### src/inc/lcd_pkg.sv
// shared constants and carrier types for the character display instruction decoder
`default_nettype none
package lcd_pkg;
	// clock and execution times
	localparam int CLK_NS       = 100;
	localparam int T_RAM_NS     = 43000;
	localparam int T_INSTR_NS   = 39000;
	localparam int T_LONG_NS    = 1530000;
	localparam int RAM_CYC_I    = (T_RAM_NS + CLK_NS - 1) / CLK_NS;
	localparam int INSTR_CYC_I  = (T_INSTR_NS + CLK_NS - 1) / CLK_NS;
	localparam int LONG_CYC_I   = (T_LONG_NS + CLK_NS - 1) / CLK_NS;
	localparam int BUSY_W       = 16;
	localparam logic [15:0] RAM_CYC   = 16'(RAM_CYC_I);
	localparam logic [15:0] INSTR_CYC = 16'(INSTR_CYC_I);
	localparam int BLINK_CYC_DEF = 4000;
	// instruction opcodes: highest set bit position
	localparam int BIT_CLEAR = 0;
	localparam int BIT_HOME  = 1;
	localparam int BIT_ENTRY = 2;
	localparam int BIT_DISP  = 3;
	localparam int BIT_SHIFT = 4;
	localparam int BIT_FUNC  = 5;
	localparam int BIT_GLYPH = 6;
	localparam int BIT_TEXT  = 7;
	// field positions
	localparam int F_SCROLL  = 0;
	localparam int F_UP      = 1;
	localparam int F_FLASH   = 0;
	localparam int F_CURSOR  = 1;
	localparam int F_SCREEN  = 2;
	localparam int F_RL      = 2;
	localparam int F_SC      = 3;
	localparam int F_TALL    = 2;
	localparam int F_ROWS    = 3;
	localparam int F_WIDTH   = 4;
	// text memory layout
	localparam logic [6:0] ROW1_LAST    = 7'h27;
	localparam logic [6:0] ROW2_BASE    = 7'h40;
	localparam logic [6:0] ROW2_LAST    = 7'h67;
	localparam logic [6:0] ONE_ROW_LAST = 7'h4f;
	localparam logic [6:0] ROW_LEN_TWO  = 7'h28;
	localparam logic [6:0] ROW_LEN_ONE  = 7'h50;
	localparam logic [6:0] ADDR_LAST    = 7'h7f;
	localparam logic [7:0] SPACE_CODE   = 8'h20;
	localparam int TEXT_WORDS  = 128;
	localparam int GLYPH_WORDS = 64;
	// carrier types
	typedef struct packed {
		logic       e;
		logic       register_select;
		logic       rw;
		logic [7:0] data;
	} host_pins_t;
	typedef struct packed {
		logic screen_on;
		logic cursor_visible;
		logic cursor_flash;
	} disp_ctrl_t;
	typedef struct packed {
		logic bus_width_sel;
		logic two_row;
		logic tall_glyph;
	} func_t;
	typedef struct packed {
		logic step_up;
		logic entry_scroll_enable;
	} entry_t;
endpackage
`default_nettype wire

### src/hw/char_lcd_instruction_decoder.sv
// instruction decoder, address counter and host bus logic of a character display controller
// Notes on behaviour
// - scroll flag set: text writes shift display, left stepping up, right stepping down
// - display control: highest set bit DB3 loads screen, cursor, flash controls
// - screen off blanks display but keeps text memory contents
// - cursor control hides cursor only; step direction setting is kept
// - flash on alternates cursor cell between all pixels and character
// - shift instruction: 00 cursor left, 01 right, 10 display left, 11 right
// - display shift leaves address counter alone and moves no data
// - display shift applies to every row at once
// - two-row mode: cursor past first row end jumps to second row start
// - function set DB5: width bit high selects 8-bit bus, low 4-bit
// - 4-bit mode moves each byte as two nibbles on upper lines
// - row-count bit low one row, high two rows
// - glyph-height bit low 5x8, high 5x11
// - glyph address instruction loads 6-bit counter, targets glyph memory
// - text address instruction loads 7-bit counter, targets text memory
// - text addresses: one row 00-4f; two rows 00-27 and 40-67
// - status read returns busy on DB7 and counter below; host waits
// - data write stores byte in selected memory; counter steps after each access
// - first read without address set is invalid; second onward correct
// - cursor shift reloads output data register for text memory reads
// - read after write returns previously latched data, not new address
// - step-up bit high moves cursor right, address plus one
// - data write or read holds busy for 43us
`timescale 1ns/10ps
`default_nettype none
module char_lcd_instruction_decoder #(
	parameter int LONG_CYCLES = lcd_pkg::LONG_CYC_I,
	parameter int BLINK_CYCLES = lcd_pkg::BLINK_CYC_DEF
) (
	input  wire logic                clk,
	input  wire logic                nrst,
	input  wire lcd_pkg::host_pins_t host_pins,
	output logic [7:0]               host_bus_lines_o,
	output logic [7:0]               host_bus_lines_oe,
	output logic                     busy_flag,
	output logic [6:0]               address_counter,
	output lcd_pkg::disp_ctrl_t      disp_ctrl,
	output lcd_pkg::func_t           func,
	output lcd_pkg::entry_t          entry,
	output logic [6:0]               view_offset,
	output logic                     display_visible,
	output logic                     cursor_shown,
	output logic                     cursor_cell_lit,
	input  wire logic [6:0]          scan_addr,
	output logic [7:0]               scan_char,
	input  wire logic [5:0]          scan_glyph_addr,
	output logic [7:0]               scan_glyph
);
	if (LONG_CYCLES < lcd_pkg::TEXT_WORDS || LONG_CYCLES >= (1 << lcd_pkg::BUSY_W)) begin : g_bad_long
		$error("LONG_CYCLES must cover the clear walk and fit the busy counter");
	end
	if (BLINK_CYCLES < 2 || BLINK_CYCLES >= (1 << lcd_pkg::BUSY_W)) begin : g_bad_blink
		$error("BLINK_CYCLES out of range");
	end
	localparam logic [15:0] LONG_CYC  = 16'(LONG_CYCLES);
	localparam logic [15:0] BLINK_CYC = 16'(BLINK_CYCLES);

	lcd_pkg::host_pins_t pin_s1_q, pin_s2_q, pin_s3_q, pin_f_q;
	logic                e_prev_q;
	logic                phase_q;
	logic [3:0]          nib_hi_q;
	logic [7:0]          rd_byte_q;
	logic [7:0]          out_q;
	logic [6:0]          ac_q;
	logic                tgt_text_q;
	logic [6:0]          shift_q;
	logic [15:0]         busy_q;
	logic                load_q;
	logic [7:0]          dout_q;
	logic                clearing_q;
	logic [6:0]          clr_idx_q;
	logic [15:0]         blink_q;
	logic                flash_ph_q;
	lcd_pkg::disp_ctrl_t disp_q;
	lcd_pkg::func_t      func_q;
	lcd_pkg::entry_t     entry_q;
	logic [7:0]          text_mem [lcd_pkg::TEXT_WORDS];
	logic [7:0]          glyph_mem [lcd_pkg::GLYPH_WORDS];

	logic       e_rise, e_fall, bus8, byte_done, take;
	logic       take_instr, take_wdata, take_rdata;
	logic [7:0] cmd, rd_val;
	logic       is_clear, is_home, is_entry, is_disp, is_shift, is_func, is_glyph, is_text;
	logic [6:0] ac_step, shift_left, shift_right, row_len;
	logic       text_we;
	logic [6:0] text_waddr;
	logic [7:0] text_wdata;

	// step through text addresses, skipping the gap between rows in two-row mode
	function automatic logic [6:0] step_text(input logic [6:0] a, input logic up, input logic two);
		logic [6:0] r;
		r = a;
		if (two) begin
			if (up) r = (a == lcd_pkg::ROW1_LAST) ? lcd_pkg::ROW2_BASE :
				(a == lcd_pkg::ROW2_LAST) ? 7'h00 : 7'(a + 7'h01);
			else r = (a == 7'h00) ? lcd_pkg::ROW2_LAST :
				(a == lcd_pkg::ROW2_BASE) ? lcd_pkg::ROW1_LAST : 7'(a - 7'h01);
		end else begin
			if (up) r = (a >= lcd_pkg::ONE_ROW_LAST) ? 7'h00 : 7'(a + 7'h01);
			else r = (a == 7'h00) ? lcd_pkg::ONE_ROW_LAST : 7'(a - 7'h01);
		end
		return r;
	endfunction

	// three-stage pin synchroniser; a bit changes once stages two and three agree
	always_ff @(posedge clk or negedge nrst) begin
		if (!nrst) begin
			pin_s1_q <= '0;
			pin_s2_q <= '0;
			pin_s3_q <= '0;
			pin_f_q  <= '0;
		end else begin
			pin_s1_q <= host_pins;
			pin_s2_q <= pin_s1_q;
			pin_s3_q <= pin_s2_q;
			pin_f_q  <= (pin_s2_q & pin_s3_q) | (pin_f_q & (pin_s2_q | pin_s3_q));
		end
	end

	// enable edges, transfer framing and instruction decode
	assign e_rise     = pin_f_q.e & ~e_prev_q;
	assign e_fall     = ~pin_f_q.e & e_prev_q;
	assign bus8       = func_q.bus_width_sel;
	assign byte_done  = e_fall & (bus8 | phase_q);
	assign take       = byte_done & (busy_q == 16'h0000);
	assign take_instr = take & ~pin_f_q.register_select & ~pin_f_q.rw;
	assign take_wdata = take & pin_f_q.register_select & ~pin_f_q.rw;
	assign take_rdata = take & pin_f_q.register_select & pin_f_q.rw;
	assign cmd        = bus8 ? pin_f_q.data : {nib_hi_q, pin_f_q.data[7:4]};
	assign is_clear   = (cmd >> lcd_pkg::BIT_CLEAR) == 8'h01;
	assign is_home    = (cmd >> lcd_pkg::BIT_HOME) == 8'h01;
	assign is_entry   = (cmd >> lcd_pkg::BIT_ENTRY) == 8'h01;
	assign is_disp    = (cmd >> lcd_pkg::BIT_DISP) == 8'h01;
	assign is_shift   = (cmd >> lcd_pkg::BIT_SHIFT) == 8'h01;
	assign is_func    = (cmd >> lcd_pkg::BIT_FUNC) == 8'h01;
	assign is_glyph   = (cmd >> lcd_pkg::BIT_GLYPH) == 8'h01;
	assign is_text    = (cmd >> lcd_pkg::BIT_TEXT) == 8'h01;
	assign rd_val     = pin_f_q.register_select ? dout_q : {busy_flag, ac_q};

	// next address and scroll positions
	assign ac_step     = tgt_text_q ? step_text(ac_q, entry_q.step_up, func_q.two_row)
		: {1'b0, 6'(ac_q[5:0] + (entry_q.step_up ? 6'h01 : 6'h3f))};
	assign row_len     = func_q.two_row ? lcd_pkg::ROW_LEN_TWO : lcd_pkg::ROW_LEN_ONE;
	assign shift_left  = (shift_q + 7'h01 >= row_len) ? 7'h00 : 7'(shift_q + 7'h01);
	assign shift_right = (shift_q == 7'h00) ? 7'(row_len - 7'h01) : 7'(shift_q - 7'h01);

	// nibble phase, upper nibble capture and read data drive
	always_ff @(posedge clk or negedge nrst) begin
		if (!nrst) begin
			e_prev_q  <= 1'b0;
			phase_q   <= 1'b0;
			nib_hi_q  <= '0;
			rd_byte_q <= '0;
			out_q     <= '0;
		end else begin
			e_prev_q <= pin_f_q.e;
			if (e_fall) begin
				phase_q <= bus8 ? 1'b0 : ~phase_q;
				if (!phase_q) nib_hi_q <= pin_f_q.data[7:4];
			end
			if (e_rise && pin_f_q.rw) begin
				if (!phase_q) rd_byte_q <= rd_val;
				if (bus8) out_q <= rd_val;
				else if (phase_q) out_q <= {rd_byte_q[3:0], 4'h0};
				else out_q <= {rd_val[7:4], 4'h0};
			end
		end
	end
	assign host_bus_lines_o  = out_q;
	assign host_bus_lines_oe = {{4{pin_f_q.e & pin_f_q.rw}}, {4{pin_f_q.e & pin_f_q.rw & bus8}}};

	// instruction execution: counter, target, control bits and scroll
	always_ff @(posedge clk or negedge nrst) begin
		if (!nrst) begin
			ac_q       <= '0;
			tgt_text_q <= 1'b1;
			shift_q    <= '0;
			load_q     <= 1'b0;
			clearing_q <= 1'b0;
			clr_idx_q  <= '0;
			disp_q     <= '0;
			func_q     <= '{bus_width_sel: 1'b1, two_row: 1'b0, tall_glyph: 1'b0};
			entry_q    <= '{step_up: 1'b1, entry_scroll_enable: 1'b0};
		end else begin
			load_q <= 1'b0;
			if (clearing_q) begin
				clr_idx_q <= 7'(clr_idx_q + 7'h01);
				if (clr_idx_q == lcd_pkg::ADDR_LAST) clearing_q <= 1'b0;
			end
			if (take_instr) begin
				if (is_text) begin
					ac_q       <= cmd[6:0];
					tgt_text_q <= 1'b1;
					load_q     <= 1'b1;
				end else if (is_glyph) begin
					ac_q       <= {1'b0, cmd[5:0]};
					tgt_text_q <= 1'b0;
					load_q     <= 1'b1;
				end else if (is_func) begin
					func_q <= '{bus_width_sel: cmd[lcd_pkg::F_WIDTH],
						two_row: cmd[lcd_pkg::F_ROWS],
						tall_glyph: cmd[lcd_pkg::F_TALL]};
				end else if (is_shift) begin
					if (!cmd[lcd_pkg::F_SC]) begin
						ac_q   <= step_text(ac_q, cmd[lcd_pkg::F_RL], func_q.two_row);
						load_q <= tgt_text_q;
					end else begin
						shift_q <= cmd[lcd_pkg::F_RL] ? shift_right : shift_left;
					end
				end else if (is_disp) begin
					disp_q <= '{screen_on: cmd[lcd_pkg::F_SCREEN],
						cursor_visible: cmd[lcd_pkg::F_CURSOR],
						cursor_flash: cmd[lcd_pkg::F_FLASH]};
				end else if (is_entry) begin
					entry_q <= '{step_up: cmd[lcd_pkg::F_UP],
						entry_scroll_enable: cmd[lcd_pkg::F_SCROLL]};
				end else if (is_home || is_clear) begin
					ac_q       <= '0;
					tgt_text_q <= 1'b1;
					shift_q    <= '0;
					if (is_clear) begin
						entry_q.step_up <= 1'b1;
						clearing_q      <= 1'b1;
						clr_idx_q       <= '0;
					end
				end
			end
			if (take_wdata) begin
				ac_q <= ac_step;
				if (tgt_text_q && entry_q.entry_scroll_enable)
					shift_q <= entry_q.step_up ? shift_left : shift_right;
			end
			if (take_rdata) begin
				ac_q   <= ac_step;
				load_q <= 1'b1;
			end
		end
	end

	// busy timer: every accepted instruction and data transfer holds the flag for its execution time; status reads do not
	always_ff @(posedge clk or negedge nrst) begin
		if (!nrst) begin
			busy_q <= '0;
		end else if (take_wdata || take_rdata) begin
			busy_q <= lcd_pkg::RAM_CYC;
		end else if (take_instr) begin
			busy_q <= (is_clear || is_home) ? LONG_CYC : lcd_pkg::INSTR_CYC;
		end else if (busy_q != 16'h0000) begin
			busy_q <= 16'(busy_q - 16'h0001);
		end
	end
	assign busy_flag       = busy_q != 16'h0000;
	assign address_counter = ac_q;

	// output data register follows address sets, cursor shifts with text memory targeted, and reads, not writes
	always_ff @(posedge clk or negedge nrst) begin
		if (!nrst) begin
			dout_q <= '0;
		end else if (load_q) begin
			dout_q <= tgt_text_q ? text_mem[ac_q] : glyph_mem[ac_q[5:0]];
		end
	end

	// memory write ports; the clear walk fills text memory with spaces
	assign text_we    = clearing_q | (take_wdata & tgt_text_q);
	assign text_waddr = clearing_q ? clr_idx_q : ac_q;
	assign text_wdata = clearing_q ? lcd_pkg::SPACE_CODE : cmd;
	always_ff @(posedge clk) begin
		if (text_we) text_mem[text_waddr] <= text_wdata;
		if (take_wdata && !tgt_text_q) glyph_mem[ac_q[5:0]] <= cmd;
		scan_char  <= text_mem[scan_addr];
		scan_glyph <= glyph_mem[scan_glyph_addr];
	end

	// cursor flash phase
	always_ff @(posedge clk or negedge nrst) begin
		if (!nrst) begin
			blink_q    <= '0;
			flash_ph_q <= 1'b0;
		end else if (blink_q == 16'(BLINK_CYC - 16'h0001)) begin
			blink_q    <= '0;
			flash_ph_q <= ~flash_ph_q;
		end else begin
			blink_q <= 16'(blink_q + 16'h0001);
		end
	end

	// display-side controls; blanking never touches memory
	assign disp_ctrl       = disp_q;
	assign func            = func_q;
	assign entry           = entry_q;
	assign view_offset     = shift_q;
	assign display_visible = disp_q.screen_on;
	assign cursor_shown    = disp_q.screen_on & disp_q.cursor_visible;
	assign cursor_cell_lit = disp_q.screen_on & disp_q.cursor_flash & flash_ph_q;
endmodule // char_lcd_instruction_decoder
`default_nettype wire

### config.mk
export PLATFORM = sky130hd
export DESIGN_NAME = char_lcd_instruction_decoder
export DESIGN_NICKNAME = d
export VERILOG_FILES = /design/src/inc/lcd_pkg.sv /design/src/hw/char_lcd_instruction_decoder.sv
export SDC_FILE = /design/constraint.sdc
export NUM_CORES = 2
export LEC_CHECK = 0
export ABC_AREA = 0
export BUFFER_PORTS_ARGS = -buffer_cell sky130_fd_sc_hd__buf_2
export CAP_MARGIN = 30
export CORE_MARGIN = 3
export CORE_UTILIZATION = 50
export DETAILED_ROUTE_END_ITERATION = 6
export HOLD_SLACK_MARGIN = 0.12
export PLACE_DENSITY = 0.68
export SETUP_SLACK_MARGIN = 0.4
export SLEW_MARGIN = 20
export SYNTH_ARGS = -nofsm -noshare
export SYNTH_HDL_FRONTEND = slang
export SYNTH_SLANG_ARGS = --single-unit
### constraint.sdc
create_clock -name clk -period 5.6 [get_ports clk]
set_clock_uncertainty 0.15 [all_clocks]
set_input_delay 0.84 -clock clk [delete_from_list [all_inputs] [get_ports clk]]
set_output_delay 0.84 -clock clk [all_outputs]
set_load 0.005 [all_outputs]
# Yosys cells after proc, flatten, opt, wreduce, memory -nomap -nowiden

Memory sizes are Yosys's and may differ from the RTL's. A register that Yosys moved wholly into a read port is not among the register bits.
Index checks and enable logic that the tools add are counted.

Reduce and logical (&&, ||, !) cells: 24
Equal/unequal tests: 20
Divide/modulo/power cells: 0
Bitwise logic cells: 32
Multiply operators: 0
Shift operators: 0
Add/sub/neg operators: 9
Mux-type cells: 96
$lt $le $gt $ge: 2

Operators with widths:

| cell                    | count |
|---|---|
| $mux W7                 | 51 |
| $mux W16                | 4 |
| $mux W8                 | 6 |
| $mux W1                 | 33 |
| $and A11 B11 Y11        | 2 |
| $or A11 B11 Y11         | 2 |
| $add A7 B1 Y7 const B   | 3 |
| $eq A7 B7 Y1 const B    | 3 |
| $sub A7 B1 Y7 const B   | 3 |
| $reduce_and A6 Y1       | 3 |
| $add A16 B1 Y16 const B | 1 |
| $eq A16 B12 Y1 const B  | 1 |
| $logic_not A16 Y1       | 1 |
| $reduce_bool A16 Y1     | 1 |
| $sub A16 B1 Y16 const B | 1 |
| $and A1 B1 Y1           | 15 |
| $logic_not A7 Y1        | 2 |
| $mux W14                | 1 |
| $ne A3 B2 Y1 const B    | 4 |
| $ne A6 B4 Y1 const B    | 2 |
| $not A1 Y1              | 11 |
| $reduce_bool A3 Y1      | 3 |
| $eq A8 B1 Y1 const B    | 1 |
| $reduce_and A8 Y1       | 1 |
| other kinds (22)        | 28 |

Memories kept: 2
ROM bits: 0
RAM bits: 1536
Logic and storage cells: 224
Latch bits: 0
Bits in registers: 135

Memory list:

| name      | depth | width | read ports | clocked after Yosys merged registers in | write ports | line                               | RTL |
|---|---|---|---|---|---|---|---|
| text_mem  | 128   | 8     | 2          | 1                                       | 1           | char_lcd_instruction_decoder.sv:79 | `logic [7:0] text_mem [lcd_pkg::TEXT_WORDS];` |
| glyph_mem | 64    | 8     | 2          | 1                                       | 1           | char_lcd_instruction_decoder.sv:80 | `logic [7:0] glyph_mem [lcd_pkg::GLYPH_WORDS];` |

# Logic depth before layout (Yosys ltp)

Depth in word-level cells: 13
Mapped depth: 14

# Worst setup path after synthesis

No wires, ideal clock.

Kind: register to register
Start: reg func_q (netlist bit bus8)
End: mem text_mem[0][2] (data pin)
Stages on the path, launching flop included: 7
Path slack: 0.030 ns
Buffers on the path: 4
Data arrival time: 4.622 ns
Setup time: 0.798 ns
Required time: 4.652 ns
Cells stage by stage: dfstp_2 clkbuf_1 mux2i_1 clkbuf_1 buf_1 clkbuf_1 nor2_1

Cells in the longest elaborated chain, start to end: 2

Ends and longest elaborated chain:

| what                   | line                                | RTL |
|---|---|---|
| start, declared        | char_lcd_instruction_decoder.sv:77  | `lcd_pkg::func_t func_q;` |
| start signal, assigned | char_lcd_instruction_decoder.sv:184 | `func_q <= '{bus_width_sel: 1'b1, two_row: 1'b0, tall_glyph: 1'b0};` |
| start signal, assigned | char_lcd_instruction_decoder.sv:202 | `func_q <= '{bus_width_sel: cmd[lcd_pkg::F_WIDTH],` |
| $mux W8                | char_lcd_instruction_decoder.sv:131 | `assign cmd = bus8 ? pin_f_q.data : {nib_hi_q, pin_f_q.data[7:4]};` |
| $mux W8                | char_lcd_instruction_decoder.sv:269 | `assign text_wdata = clearing_q ? lcd_pkg::SPACE_CODE : cmd;` |
| net text_wdata[2]      | char_lcd_instruction_decoder.sv:89  | `logic [7:0] text_wdata;` |
| end, declared          | char_lcd_instruction_decoder.sv:79  |  |

The timed path passes the listed nets, and every way through them passes these cells.

# Worst setup path after layout

Start: reg busy_q[0]
End: mem text_mem[6][4], enable pin

Cells in the longest elaborated chain, start to end: 8

Ends and longest elaborated chain:

| what                          | line                                | RTL |
|---|---|---|
| start, declared               | char_lcd_instruction_decoder.sv:69  | `logic [15:0] busy_q;` |
| start signal, assigned        | char_lcd_instruction_decoder.sv:247 | `busy_q <= lcd_pkg::RAM_CYC;` |
| start signal, assigned        | char_lcd_instruction_decoder.sv:249 | `busy_q <= (is_clear \|\| is_home) ? LONG_CYC : lcd_pkg::INSTR_CYC;` |
| start signal, assigned        | char_lcd_instruction_decoder.sv:251 | `busy_q <= 16'(busy_q - 16'h0001);` |
| $logic_not A16 Y1             | char_lcd_instruction_decoder.sv:127 | `assign take = byte_done & (busy_q == 16'h0000);` |
| $and A1 B1 Y1                 | char_lcd_instruction_decoder.sv:127 |  |
| $and A1 B1 Y1 (2 in a row)    | char_lcd_instruction_decoder.sv:129 | `assign take_wdata = take & pin_f_q.register_select & ~pin_f_q.rw;` |
| $and A1 B1 Y1                 | char_lcd_instruction_decoder.sv:267 | `assign text_we = clearing_q \| (take_wdata & tgt_text_q);` |
| $or A1 B1 Y1                  | char_lcd_instruction_decoder.sv:267 |  |
| $mux W1                       | char_lcd_instruction_decoder.sv:271 | `if (text_we) text_mem[text_waddr] <= text_wdata;` |
| $mux W1 (not written as such) | char_lcd_instruction_decoder.sv:271 |  |

Every way passes these cells.

==> results by group <==
Logic synthesis
  • Post-synth ARST share: 0.0800
  • Yosys cell types: 87
  • Synth warnings: 0
  • Post-synthesis instance area: 0.0768 mm²
  • #FFs+latches synth: 1,687
  • Avg Cell Area, Syn: 16.5 µm²
  • Most used DFF post-synth: edfxtp_1
  • Seq/Total Area, Yosys: 0.649
  • Net Count, Synth: 4,688
  • Synth top area share: 0.601
  • Largest cells by area after synthesis: edfxtp_1, mux4_2, a22oi_1, dfrtp_1, nor2_1
  • Number of synthesized flops with an enable pin: 1,536
  • Synth area leader: edfxtp_1
  • Synth Instances: 4,646

Min path
  • Hold Crit Class: reg2reg
  • Hold_sp: pin_s1_q[0]

Clock tree
  • Gates resized, CTS repair: 0
  • Clk sink count: 1,687
  • Reg clk slew, reported paths: 60 ps
  • Clk root buf: clkbuf_16
  • Post-CTS Setup Repair Bufs: 0
  • Cts bufs inserted: 169
  • H-Tree Depth: 4
  • CTS tree: built
  • CTS max path bufs: 3
  • Clock latency on the worst-skew pair: 830 ps
  • Hold-fix buffers, CTS: 12

Pwr
  • Tot Pwr: 30.6 mW
  • Static Leakage: 27.4 nW
  • VDD IR-drop max: 0.314 mV
  • Pwr dens: 353 mW/mm²

Timing
  • Hold Vio Cnt, Final: 0
  • RSZ-0062 raised after global routing: false
  • Measured slew at the worst slew-check pin: 1160 ps
  • Final Max Tran Viols: 0
  • Max_slew headroom: 0.225
  • Setup TNS: 0 ps
  • Fmax: 203 MHz
  • # setup viols final: 0
  • Crit share post-route: 0.879
  • Final Critical Period: 4920 ps

Floorplan
  • Total Die Area: 0.158 mm²
  • Die Y-Extent: 398 µm
  • Io pins: 84
  • Initial core utilization: 0.504
  • Core area: 0.152 mm²
  • Die width: 398 µm
  • Row count: 143

Worst setup path
  • Worst Path Max Fanout: 15
  • Worst Setup End Kind: flop
  • Critical path class: reg2reg
  • Worst Path Required: 5890 ps
  • Crit path DAT: 5210 ps
  • CP Launch Point: busy_q[0]
  • Crit path launch type: flop
  • Reg2reg start: busy_q[0]

Detailed routing
  • Wirelength per Cell: 37.4 µm
  • Residual DRC: 16
  • Total Routed Length: 262,000 µm
  • Vias: 52,100
  • Vias per cell: 7.44
  • Routed Antenna Nets: 0
  • Detailed Route Iter0 Violations: 9,908
  • DR pass1 iterations: 7

Outcome
  • Failing checks: design-rule violations
  • Outcome: complete, but fails checks

GRT
  • Global Route met3 Usage: 0.114
  • Met2 usage: 0.475
  • Vias in the first global route: 49,700
  • Gr usage total: 0.328
  • Global route total overflow: 0
  • First-pass GRT wire length: 371,000 µm
  • Largest net degree at the start of global routing: 129
  • Number of antenna violations at the first check in global routing: 15
  • M1 GR Usage: 0.443
  • Most Crowded Layer GR: met2

Finish
  • Most frequent cells in the layout: edfxtp_1, mux4_2, a22oi_1
  • Nets: 4,862
  • Layout cells sized above 1: 0.254
  • Area delta synth->final: 12.6%
  • Most common cell after layout, fill and taps aside: edfxtp_1

Run
  • Max-cap violations: 0

Placed design
  • RePlAce Congestion: 0.983
  • DP HPWL: 172,000 µm
  • # port buffers: 83
-- worst paths after layout --
kind,endpoint,slack (ps),cells after the start
min,pin_s2_q[0],200,0
max reg2reg,text_mem[6][4],680,11
max in group asynchronous,host_bus_lines_o[4],3570,3
min in group asynchronous,pin_f_q[4],490,2
max,text_mem[6][4],680,11
min reg2reg,pin_s2_q[0],200,0
-- final cells by class --
class                      count  area [µm²]
fill                       11400       65800
sequential                  1687       49800
tap                         2030        2540
inverter                      35         131
multi-input combinational   2545       25400
timing repair buffer         382        3190
antenna                        7        17.5
clock buffer                 209        4460
clock inverter               101         918
-- cell families (layout without fill, tap and decap cells) --
group,Yosys count,count (layout),synth area share
compound gates,1132,1132,0.108
xor+xnor,43,43,0.00490
fa+ha+maj,27,27,0.00414
buf+inv,414,727,0.0224
flops,1687,1687,0.649
mux,643,643,0.168
other cells,0,7,0
simple gates,700,700,0.0439
-- flip-flops by register name, summed over array words and instances, names as in the netlist, 11 cells and up --
name	count
text_mem	1024
pin_f_q	11
pin_s3_q	11
busy_q	16
glyph_mem	512
pin_s2_q	11
pin_s1_q	11
blink_q	16
-- per-stage QoR --
step,util,setup slack [ps],hold slack [ps],cell area (µm²),instances
2_1_floorplan,-,467,181,76800,4646
3_3_place_gp,0.531,918,186,80900,6661
3_5_place_dp,0.532,759,187,80900,6664
4_1_cts,0.568,731,200,86500,6986
5_1_grt,0.568,528,208,86500,6991
6_report,0.568,679,199,86500,6996
-- critical path: stages, from the launching register on --
cell and delay, ps:
dfrtp_1 400, inv_1 110, ha_1 180, or3b_1 390
or4_1 560, nor3_4 160, buf_4 210, inv_2 120
nor2_4 250, a31o_2 520, nand4_4 620, nor2_1 820
-- report_power, final --
group / internal [mW] / leakage (nW) / total, mW / switching [mW]
Combinational: 1.21 / 9.09 / 4.32 / 3.12
Clock: 6.24 / 2.61 / 11.2 / 4.95
Sequential: 14.9 / 15.7 / 15.0 / 0.180
Total: 22.3 / 27.4 / 30.6 / 8.25
-- per-layer routing --
layer,up-vias,share of wire
li1,20000,-
met5,-,0.00024
met2,4984,0.43
met4,8,0.062
met3,861,0.16
met1,26300,0.35
-- Yosys cell counts, types with 19 or more instances --
master    count
nand3_1      43
mux2i_1      64
nand2_1     133
a22oi_1     445
a22o_1       82
xor2_1       23
buf_2        89
dfrtp_1     132
inv_1        31
clkbuf_1    186
xnor2_1      20
mux4_2      512
a221oi_1    115
a21oi_1     115
a41oi_1      25
buf_1        92
and4_1       19
a31oi_1      81
o21ai_0     102
nor3_1       25
mux2_2       67
edfxtp_1   1536
nand4_1      31
nor2_1      320
Note: power is estimated with default switching activity, not from simulation.
